**src/pkg/phy_regs_consts.svh**
```systemverilog
// Offsets, field positions, reset values and timing figures of the bank.
`ifndef PHY_REGS_CONSTS_SVH
`define PHY_REGS_CONSTS_SVH

// ----------------------------------------------------------------
// Register indices (byte address is four times the index)
// ----------------------------------------------------------------
`define IDX_FAST_DROP_CONFIG 6'h2D
`define IDX_CONFIG_FOUR 6'h31
`define IDX_MAC_PARALLEL_CONTROL 6'h32
`define IDX_MAC_PARALLEL_CONTROL_TWO 6'h33
`define IDX_SERIAL_MAC_NEG_STATUS 6'h37
`define IDX_EVENT_STATUS 6'h38
`define IDX_EVENT_CLEAR 6'h39
`define IDX_EVENT_ENABLE 6'h3A

// ----------------------------------------------------------------
// Field positions
// ----------------------------------------------------------------
`define POS_DROP_EN_BIT 15
`define POS_DROP_1G_BIT 14
`define POS_DROP_FLAGS_LSB 8
`define POS_CONFIG_FOUR_RSV_LSB 7
`define POS_NEG_TIMER_LSB 5
`define POS_CONFIG_FOUR_FIXED_LSB 1
`define POS_MIRROR_BIT 0
`define POS_MAC_EN_BIT 7
`define POS_RX_THR_LSB 5
`define POS_TX_THR_LSB 3
`define POS_TX_DLY_BIT 1
`define POS_RX_DLY_BIT 0
`define POS_BYPASS_BIT 4
`define POS_BYPASS_DLY_BIT 3
`define POS_LOW_LAT_BIT 2
`define POS_PAGE_RX_BIT 1
`define POS_NEG_DONE_BIT 0

// ----------------------------------------------------------------
// Reset values and fixed patterns
// ----------------------------------------------------------------
`define RST_NEG_TIMER 2'h1
`define RST_MAC_EN 1'h1
`define RST_RX_THR 2'h2
`define RST_TX_THR 2'h2
`define CONFIG_FOUR_FIXED_VALUE 4'h8

// ----------------------------------------------------------------
// Timing
// ----------------------------------------------------------------
`define CLK_MHZ 100
`define NEG_TIME_16_MS 16
`define NEG_TIME_11_MS 11
`define NEG_TIME_800_US 800
`define NEG_TIME_2_US 2

`endif

```
**src/pkg/phy_regs_pkg.sv**
```systemverilog
// Types shared by the configuration register bank.
package phy_regs_pkg;

    // ----------------------------------------------------------------
    // Configuration carriers
    // ----------------------------------------------------------------
    typedef struct packed {
        logic enable;
        logic gigabit;
        logic [4:0] sources;
    } rapid_drop_cfg_t;

    typedef struct packed {
        logic iface_en;
        logic [1:0] rx_fifo_half_threshold;
        logic [1:0] tx_fifo_half_threshold;
        logic tx_clk_delay;
        logic rx_clk_delay;
        logic async_fifo_bypass;
        logic async_bypass_rx_clock_delay;
        logic low_latency;
    } mac_cfg_t;

    typedef enum logic [1:0] {
        NEG_TMR_16MS = 2'h0,
        NEG_TMR_2US = 2'h1,
        NEG_TMR_800US = 2'h2,
        NEG_TMR_11MS = 2'h3
    } neg_timer_sel_t;

endpackage : phy_regs_pkg

```
**src/verilog/phy_link_config_registers.sv**
```systemverilog
// Link drop, mirroring and MAC interface configuration register bank.
`timescale 1ns/1ps
`include "phy_regs_consts.svh"

// How it works
// Master enable turns rapid link drop on.
// Gigabit select tunes rapid drop for 1000BASE-T.
// Five cause flags latch on enabled drops.
// Five source enables choose drop criteria.
// Two-bit field picks negotiation timer duration.
// Fixed field reads 1000, ignores writes.
// Mirroring enable bit, resets to zero.
// MAC interface enable bit, resets to one.
// Receive FIFO half threshold, resets to 10.
// Transmit FIFO half threshold, resets to 10.
// Transmit clock delay shifts transmit clock.
// Receive clock delay shifts receive clock.
// Bypass bit routes around asynchronous FIFO.
// Bypass delay delays receive clock at 10/100.
// Low latency bit for 10/100 operation.
// Page received status is read only.
// Negotiation done status is read only.
// Reserved read-only bits read zero; here config four bits 8:7 are writable and read back what was written.
// Cause flags clear on read, then relatch.
module phy_link_config_registers
    import phy_regs_pkg::*;
#(
    parameter logic [20:0] TMR_16MS_CYC =
        21'(`NEG_TIME_16_MS * 1000 * `CLK_MHZ),
    parameter logic [20:0] TMR_11MS_CYC =
        21'(`NEG_TIME_11_MS * 1000 * `CLK_MHZ),
    parameter logic [20:0] TMR_800US_CYC =
        21'(`NEG_TIME_800_US * `CLK_MHZ)
) (
    input wire logic sys_clk,
    input wire logic rst,
    input wire logic clk_en,
    input wire logic wb_cyc,
    input wire logic wb_stb,
    input wire logic wb_we,
    input wire logic [7:0] wb_adr,
    input wire logic [3:0] wb_sel,
    input wire logic [31:0] wb_dat_w,
    output logic [31:0] wb_dat_r,
    output logic wb_ack,
    input wire logic [4:0] drop_event,
    input wire logic page_received,
    input wire logic negotiation_done,
    output rapid_drop_cfg_t rapid_drop_cfg,
    output logic rapid_drop_request,
    output logic [20:0] neg_timer_cycles,
    output logic port_mirror_enable,
    output mac_cfg_t mac_cfg,
    output logic irq
);

    localparam logic [20:0] TMR_2US_CYC =
        21'(`NEG_TIME_2_US * `CLK_MHZ);

    // ----------------------------------------------------------------
    // State
    // ----------------------------------------------------------------
    logic ack_q;
    logic [31:0] dat_q;
    logic drop_en_q;
    logic drop_1g_q;
    logic [4:0] drop_src_q;
    logic [4:0] drop_flags_q;
    logic [4:0] drop_flags_d;
    logic drop_req_q;
    logic [1:0] neg_timer_q;
    logic [20:0] tmr_cyc_q;
    logic [1:0] config_four_rsv_q;
    logic mirror_q;
    mac_cfg_t mac_q;
    logic page_rx_q;
    logic neg_done_q;
    logic [6:0] evt_stat_q;
    logic [6:0] evt_stat_d;
    logic [6:0] evt_en_q;
    logic irq_q;

    // ----------------------------------------------------------------
    // Bus decode
    // ----------------------------------------------------------------
    wire [5:0] idx = wb_adr[7:2];
    wire req = wb_cyc & wb_stb & ~ack_q;
    wire wr = req & wb_we;
    wire rd = req & ~wb_we;
    wire wr_lo = wr & wb_sel[0];
    wire wr_hi = wr & wb_sel[1];
    wire hit_drop = idx == `IDX_FAST_DROP_CONFIG;
    wire hit_config_four = idx == `IDX_CONFIG_FOUR;
    wire hit_ctl = idx == `IDX_MAC_PARALLEL_CONTROL;
    wire hit_ctl2 = idx == `IDX_MAC_PARALLEL_CONTROL_TWO;
    wire hit_neg = idx == `IDX_SERIAL_MAC_NEG_STATUS;
    wire hit_stat = idx == `IDX_EVENT_STATUS;
    wire hit_clr = idx == `IDX_EVENT_CLEAR;
    wire hit_en = idx == `IDX_EVENT_ENABLE;
    wire [7:0] wd_lo = wb_dat_w[7:0];
    wire [7:0] wd_hi = wb_dat_w[15:8];

    // ----------------------------------------------------------------
    // Read words
    // ----------------------------------------------------------------
    wire [15:0] rd_drop = {drop_en_q, drop_1g_q, 1'b0, drop_flags_q,
        3'h0, drop_src_q};
    wire [15:0] rd_config_four = {7'h00, config_four_rsv_q, neg_timer_q,
        `CONFIG_FOUR_FIXED_VALUE, mirror_q};
    wire [15:0] rd_ctl = {8'h00, mac_q.iface_en,
        mac_q.rx_fifo_half_threshold, mac_q.tx_fifo_half_threshold,
        1'b0, mac_q.tx_clk_delay, mac_q.rx_clk_delay};
    wire [15:0] rd_ctl2 = {11'h000, mac_q.async_fifo_bypass,
        mac_q.async_bypass_rx_clock_delay, mac_q.low_latency, 2'h0};
    wire [15:0] rd_neg = {14'h0000, page_rx_q, neg_done_q};
    wire [15:0] rd_word =
        hit_drop ? rd_drop :
        hit_config_four ? rd_config_four :
        hit_ctl ? rd_ctl :
        hit_ctl2 ? rd_ctl2 :
        hit_neg ? rd_neg :
        hit_stat ? {9'h000, evt_stat_q} :
        hit_en ? {9'h000, evt_en_q} : 16'h0000;

    // ----------------------------------------------------------------
    // Cause flags and events
    // ----------------------------------------------------------------
    // A drop only counts when the mechanism and that source are on.
    wire [4:0] drop_hit = drop_event & drop_src_q & {5{drop_en_q}};
    wire flag_rd_clr = rd & hit_drop;
    // A drop landing in the cycle of the clearing read is kept.
    assign drop_flags_d = (drop_flags_q & ~{5{flag_rd_clr}}) | drop_hit;
    wire page_rise = page_received & ~page_rx_q;
    wire done_rise = negotiation_done & ~neg_done_q;
    wire [6:0] evt_set = {done_rise, page_rise, drop_hit};
    wire [6:0] evt_clr = (wr_lo & hit_clr) ? wb_dat_w[6:0] : 7'h00;
    assign evt_stat_d = (evt_stat_q & ~evt_clr) | evt_set;
    wire [6:0] evt_en_d = (wr_lo & hit_en) ? wb_dat_w[6:0] : evt_en_q;

    // ----------------------------------------------------------------
    // Timer decode
    // ----------------------------------------------------------------
    wire [20:0] tmr_cyc_d =
        (neg_timer_q == NEG_TMR_11MS) ? TMR_11MS_CYC :
        (neg_timer_q == NEG_TMR_800US) ? TMR_800US_CYC :
        (neg_timer_q == NEG_TMR_2US) ? TMR_2US_CYC :
        TMR_16MS_CYC;

    // ----------------------------------------------------------------
    // Bus answer
    // ----------------------------------------------------------------
    // Every access is answered on the next cycle with clk_en high, mapped or not.
    always_ff @(posedge sys_clk) begin
        if (rst) begin
            ack_q <= 1'b0;
            dat_q <= 32'h0000_0000;
        end else if (clk_en) begin
            ack_q <= req;
            dat_q <= rd ? {16'h0000, rd_word} : 32'h0000_0000;
        end
    end

    // ----------------------------------------------------------------
    // Rapid link drop configuration
    // ----------------------------------------------------------------
    always_ff @(posedge sys_clk) begin
        if (rst) begin
            drop_en_q <= 1'b0;
            drop_1g_q <= 1'b0;
            drop_src_q <= 5'h00;
            drop_flags_q <= 5'h00;
            drop_req_q <= 1'b0;
        end else if (clk_en) begin
            if (wr_hi && hit_drop) begin
                drop_en_q <= wd_hi[`POS_DROP_EN_BIT - 8];
                drop_1g_q <= wd_hi[`POS_DROP_1G_BIT - 8];
            end
            if (wr_lo && hit_drop) begin
                drop_src_q <= wd_lo[4:0];
            end
            drop_flags_q <= drop_flags_d;
            drop_req_q <= |drop_hit;
        end
    end

    // ----------------------------------------------------------------
    // Timer, mirroring and MAC interface fields
    // ----------------------------------------------------------------
    always_ff @(posedge sys_clk) begin
        if (rst) begin
            neg_timer_q <= `RST_NEG_TIMER;
            config_four_rsv_q <= 2'h0;
            mirror_q <= 1'b0;
            tmr_cyc_q <= 21'h000000;
        end else if (clk_en) begin
            if (wr_lo && hit_config_four) begin
                neg_timer_q <= wd_lo[`POS_NEG_TIMER_LSB +: 2];
                config_four_rsv_q[0] <= wd_lo[`POS_CONFIG_FOUR_RSV_LSB];
                mirror_q <= wd_lo[`POS_MIRROR_BIT];
            end
            if (wr_hi && hit_config_four) begin
                config_four_rsv_q[1] <= wd_hi[0];
            end
            tmr_cyc_q <= tmr_cyc_d;
        end
    end

    always_ff @(posedge sys_clk) begin
        if (rst) begin
            mac_q <= '0;
            mac_q.iface_en <= `RST_MAC_EN;
            mac_q.rx_fifo_half_threshold <= `RST_RX_THR;
            mac_q.tx_fifo_half_threshold <= `RST_TX_THR;
        end else if (clk_en) begin
            if (wr_lo && hit_ctl) begin
                mac_q.iface_en <= wd_lo[`POS_MAC_EN_BIT];
                mac_q.rx_fifo_half_threshold <=
                    wd_lo[`POS_RX_THR_LSB +: 2];
                mac_q.tx_fifo_half_threshold <=
                    wd_lo[`POS_TX_THR_LSB +: 2];
                mac_q.tx_clk_delay <= wd_lo[`POS_TX_DLY_BIT];
                mac_q.rx_clk_delay <= wd_lo[`POS_RX_DLY_BIT];
            end
            if (wr_lo && hit_ctl2) begin
                mac_q.async_fifo_bypass <= wd_lo[`POS_BYPASS_BIT];
                mac_q.async_bypass_rx_clock_delay <=
                    wd_lo[`POS_BYPASS_DLY_BIT];
                mac_q.low_latency <= wd_lo[`POS_LOW_LAT_BIT];
            end
        end
    end

    // ----------------------------------------------------------------
    // Negotiation status and interrupt
    // ----------------------------------------------------------------
    always_ff @(posedge sys_clk) begin
        if (rst) begin
            page_rx_q <= 1'b0;
            neg_done_q <= 1'b0;
            evt_stat_q <= 7'h00;
            evt_en_q <= 7'h00;
            irq_q <= 1'b0;
        end else if (clk_en) begin
            page_rx_q <= page_received;
            neg_done_q <= negotiation_done;
            evt_stat_q <= evt_stat_d;
            evt_en_q <= evt_en_d;
            // Built from next values so the line tracks status exactly.
            irq_q <= |(evt_stat_d & evt_en_d);
        end
    end

    // ----------------------------------------------------------------
    // Outputs
    // ----------------------------------------------------------------
    assign wb_ack = ack_q;
    assign wb_dat_r = dat_q;
    assign rapid_drop_cfg = '{enable: drop_en_q, gigabit: drop_1g_q,
        sources: drop_src_q};
    assign rapid_drop_request = drop_req_q;
    assign neg_timer_cycles = tmr_cyc_q;
    assign port_mirror_enable = mirror_q;
    assign mac_cfg = mac_q;
    assign irq = irq_q;
endmodule : phy_link_config_registers

```
**config.mk**
```make
export PLATFORM = sky130hd
export DESIGN_NAME = phy_link_config_registers
export DESIGN_NICKNAME = d
export VERILOG_FILES = /design/src/pkg/phy_regs_pkg.sv /design/src/verilog/phy_link_config_registers.sv
export VERILOG_INCLUDE_DIRS = /design/src /design/src/pkg
export SDC_FILE = /design/constraint.sdc
export NUM_CORES = 1
export LEC_CHECK = 0
export ABC_AREA = 1
export BUFFER_PORTS_ARGS = -buffer_cell sky130_fd_sc_hd__buf_2
export CAP_MARGIN = 10
export CORE_ASPECT_RATIO = 1.25
export CORE_UTILIZATION = 53
export DETAILED_ROUTE_END_ITERATION = 8
export PLACE_DENSITY = 0.81
export SLEW_MARGIN = 15
export SYNTH_ARGS = -nofsm -noshare
export SYNTH_HDL_FRONTEND = slang
export SYNTH_SLANG_ARGS = --single-unit
```
**constraint.sdc**
```tcl
create_clock -name sys_clk -period 3.1 [get_ports sys_clk]
set_clock_uncertainty 0.1 [all_clocks]
set_input_delay 0 -clock sys_clk [delete_from_list [all_inputs] [get_ports sys_clk]]
set_output_delay 0 -clock sys_clk [all_outputs]
set_load 0.03 [all_outputs]
```
==> Word-level counts from Yosys, hierarchy flattened <==
Index checks and enable logic that the tools add are counted.
{ "totals": {"input_bits": 57, "word_cells": 87, "out_inout_bits": 74, "reg_bits": 99} }
{ "classes": {"eq_ne": 11, "reduce_logical": 14, "n_bitwise": 24, "n_mux": 13} }
{ "op_table": {"columns": ["cell", "n"], "rows": [
  ["$mux W21", 3],
  ["$eq A6 B6 Y1 const B", 8],
  ["$mux W7", 6],
  ["$mux W16", 2],
  ["$and A5 B5 Y5", 3],
  ["$and A7 B7 Y7", 2],
  ["$reduce_and A2 Y1", 6],
  ["$and A1 B1 Y1", 11],
  ["$mux W9", 1],
  ["$mux W8", 1],
  ["$not A7 Y7", 1],
  ["$or A7 B7 Y7", 1],
  ["$reduce_or A7 Y1", 1],
  ["$logic_and A1 B1 Y1", 6],
  ["$not A5 Y5", 1],
  ["$or A5 B5 Y5", 1],
  ["$reduce_or A5 Y1", 1],
  ["$eq A2 B2 Y1 const B", 2],
  ["$not A1 Y1", 4],
  ["$eq A2 B1 Y1 const B", 1]
]} }

==> Logic depth before layout (Yosys ltp) <==
{ "logic_depth": {"word_depth": 11, "mapped_depth": 12} }

==> Least setup slack after synthesis <==
OpenSTA, ideal clock, no wires.
{ "synth_path": {"path_kind": "reg-to-reg", "from": "register ack_q (netlist: wb_ack)", "to": "register mac_q, in the netlist mac_cfg[6]", "n_path_buf": 1, "stages_incl_launch_ff": 10, "synth_period_minus_slack_ns": 1.617, "arrival_time_ns": 1.381, "path_slack_ns": 1.483, "path_cell_list": "dfxtp_1 -> inv_1 -> nand3_1 -> nor2_2 -> buf_6 -> nand2_4 -> nor2_4 -> inv_1 -> nand2_1 -> o211ai_1"} }
{ "synth_between": {"elab_chain_cells": 6} }
{ "synth_lines": {"columns": ["item", "line_no", "source"], "rows": [
  ["start, declared", "phy_link_config_registers.sv:63", "logic ack_q;"],
  ["start signal, assigned", "phy_link_config_registers.sv:158", "ack_q <= req;"],
  ["$not A1 Y1", "phy_link_config_registers.sv:87", "wire req = wb_cyc & wb_stb & ~ack_q;"],
  ["$and A1 B1 Y1", "phy_link_config_registers.sv:87", null],
  ["$and A1 B1 Y1", "phy_link_config_registers.sv:88", "wire wr = req & wb_we;"],
  ["$and A1 B1 Y1", "phy_link_config_registers.sv:90", "wire wr_lo = wr & wb_sel[0];"],
  ["$logic_and A1 B1 Y1", "phy_link_config_registers.sv:215", "if (wr_lo && hit_ctl) begin"],
  ["$reduce_and A2 Y1 (no line)", null, null],
  ["end, declared", "phy_link_config_registers.sv:75", "mac_cfg_t mac_q;"]
]} }
No other way between the ends.
A chain may end at the register's enable or synchronous reset.

==> Worst setup path after layout <==
{ "layout_path": {"from": "register ack_q (netlist: wb_ack)", "to": "register mac_q, in the netlist mac_cfg[0]"} }
{ "layout_between": {"elab_chain_cells": 6} }
{ "layout_lines": {"columns": ["item", "line_no", "source"], "rows": [
  ["$not A1 Y1", "phy_link_config_registers.sv:87", null],
  ["$and A1 B1 Y1", "phy_link_config_registers.sv:87", null],
  ["$and A1 B1 Y1", "phy_link_config_registers.sv:88", null],
  ["$and A1 B1 Y1", "phy_link_config_registers.sv:90", null],
  ["$logic_and A1 B1 Y1", "phy_link_config_registers.sv:224", "if (wr_lo && hit_ctl2) begin"],
  ["$reduce_and A2 Y1 (no line)", null, null]
]} }
No other way between the ends.

==> reports/qor.yml <==
status: "finished, final reports clean"
via_per_inst: 5.31
holdPathEnd: "mac_cfg[2]$_SDFFE_PP0P_"
yosysSeqAreaShare_pct: 39.7
dr_total_vias: 3521
gr-total-overflow: 0
fill_cells: 535
hold_path_class: "in -> reg"
hold_violations: 0
final_area_um2: 4240
synth_warnings: 0
cts_tree: "done"
synth_fa_ha_area_share_pct: 2.13
cp_slowest_cell: "nor2_2"
grt_max_degree: 45
drcViolationCount: 0
min_from: "wb_adr[4]"
required_ps: 3290
synthMuxAreaShare_pct: 0
place_area_um2: 3810
setup_tns_ps: 0
drtIter0Drc: 384
crit_path_end_kind: "flop"
vdd_ir_drop_max_mv: 0.427
clock_path_buffers: 2
leakagePower_nw: 2.07
cts_root_buffer: "clkbuf_8"
final_util_pct: 67.4
path_class: "reg -> reg"
crit_path_max_incr_delay_ps: 570
wl_per_cell_um: 14.3
die_y_um: 93.2
pre_cts_slack_ps: 1100
ff2ff_setup_slack_ps: 510
relSlewSlack_pct: 50.2
core_um2: 6290
post_cts_buffers: 0
core.rowCount: 32
path_buf_inv: 2
setup_viol: 0
final_common_cell: "nand2_1"
grt_pass1_vias: 3052
syn2layout_area_growth_pct: 20.2
antenna_found_initial: 0
cap_viol_max_count: 0
chipWidth_um: 75.0
synth_area_um2: 3530
avgSynthCellArea_um2: 7.25
cellPowerDensity_nw_per_um2: 467
timing.final.ws_setup_ps: 511
cp_cell_sequence: "inv_1, nand3_1, nor2_2, nand2_4, nor4_4, o21ai_0, a21oi_1, dlygate4sd3_1"
drt_pass1_iterations: 6
grt_pass1_wl_um: 14600
worst_r2r_endpoint: "mac_cfg[0]$_SDFFE_PP0P_"
tightest_slew_ps: 746
critical_path.max_fanout: 11
synth_top_family_by_area: "simple AND/OR/NAND/NOR gates"
crit_family: "simple AND/OR/NAND/NOR gates"
dp_hpwl_um: 6550
globalRouteTotalUtil_pct: 28.4
synthXorXnorAreaFrac_pct: 0
io_pins: 131
synth_seq_cells: 70
total_power_w: 0.00198
arrival_ps: 2780
final_cell_mix: "113 x nand2_1, 80 x buf_2, 70 x dfxtp_1"
gp_congestion: 0.884
fin_crit_ps: 2590
insertion_delay_ps: 350
clkTransAtPathRegs_ps: 80
synth-simple-area-share_pct: 26.2
antenna_left: 0
slew_violations: 0
startpoint_type: "flop"
wirelength_um: 9500
synth_compound_area_share_pct: 17.3
period_share_pct: 83.5
synth_cell_types: 34
cts_buffers: 9
hold_path_depth: 3
fmax_ghz: 0.386
start_util_pct: 56.1
diodes: 0
io_buffers: 80
syn_inst: 486
cts.sinks: 70
nNetsFinal: 636
die-area_um2: 6980
r2r-start: "wb_ack$_SDFFE_PP0P_"
h-tree-depth: 3
rsz0062_at_grt: "false"
ff2ff_path_depth: 8
drive_above_1_share_pct: 21.8
## Yosys cell counts (all sizes together)
cell     instances  area, µm²
nand2          117        464
dfxtp           70       1400
a21oi           53        265
inv             48        180
o21ai           40        211
buf             37        280
nor2            36        184
nand3           20        100
clkbuf          14       52.6
nand4           13       81.3
o211ai           8       60.1
nor3             7       40.0
a31oi            6       37.5
ha               6       75.1
nor4             4       40.0
or2              2       12.5
a22o             1       8.76
conb             1       3.75
o2111ai          1       8.76
o21a             1       7.51
o221a            1       11.3
## power breakdown
group | switching, W | internal (W) | leakage [nW]
Combinational | 0.000157 | 0.0000652 | 1.39
Clock | 0.000351 | 0.000477 | 0.113
Sequential | 0.0000109 | 0.000916 | 0.569
## worst max path at each step
stage	startpoint	to	slack [ps]	cells past startpoint
floorplan	wb_ack$_SDFFE_PP0P_	mac_cfg[6]$_SDFFE_PP1P_	1480	9
global placement	wb_ack$_SDFFE_PP0P_	mac_cfg[9]$_SDFFE_PP1P_	1120	8
detailed placement	wb_ack$_SDFFE_PP0P_	mac_cfg[6]$_SDFFE_PP1P_	1100	8
CTS	wb_ack$_SDFFE_PP0P_	mac_cfg[0]$_SDFFE_PP0P_	580	8
global route	wb_ack$_SDFFE_PP0P_	mac_cfg[0]$_SDFFE_PP0P_	380	8
finish	wb_ack$_SDFFE_PP0P_	mac_cfg[0]$_SDFFE_PP0P_	510	8
## tightest hold or removal path, delay by kind of cell
kind / cells / cell delay (ps)
buf+inv: 1 / 200
compound gates: 1 / 130
simple gates: 1 / 100
## flip-flops by register name (all words and copies together) (netlist names)
register	flops
neg_timer_q	2
port_mirror_enable	1
drop_flags_q	5
evt_en_q	7
mac_cfg	10
wb_dat_r	15
rapid_drop_request	1
drop_1g_q	1
config_four_rsv_q	2
evt_stat_q	7
wb_ack	1
neg_done_q	1
irq	1
drop_src_q	5
drop_en_q	1
page_rx_q	1
neg_timer_cycles	9
## metrics by stage
stage	instances	hold WS, ps
final	663	20.7
after CTS	663	9.19
after detailed placement	627	163
after global routing	663	48.7
after floorplan	510	26.4
after global placement	627	160
## per-layer routing
layer | wire length [µm] | share of wire, % | global-route usage, %
met1 | 3870 | 41 | 35.0
met5 | 0 | 0 | 0
met2 | 4640 | 49 | 45.3
met3 | 618 | 6.5 | 4.31
met4 | 376 | 4.0 | 17.9
## area by class of cell
type	count	area, µm²	share of cell area, %
multi-input cells	341	1700	40.2
clock buffers	11	141	3.34
clock inverters	5	82.6	1.95
well taps	85	106	2.51
flip-flops and latches	70	1400	33.1
inverters	48	180	4.25
repair buffers	103	623	14.7
## timing repair
item / 4_1_cts / 5_1_grt
gates resized for setup: 0 / 0
hold endpoints to repair: 38 / 0
hold buffers: 20 / 0
## logic make-up after synthesis
group	Yosys count
buffers and inverters	99
flip-flops	70
AO/OA/AOI/OAI	111
adder cells (fa/ha/maj)	6
AND/OR/NAND/NOR	199
other	1
Note: power is estimated with default switching activity, not from simulation.
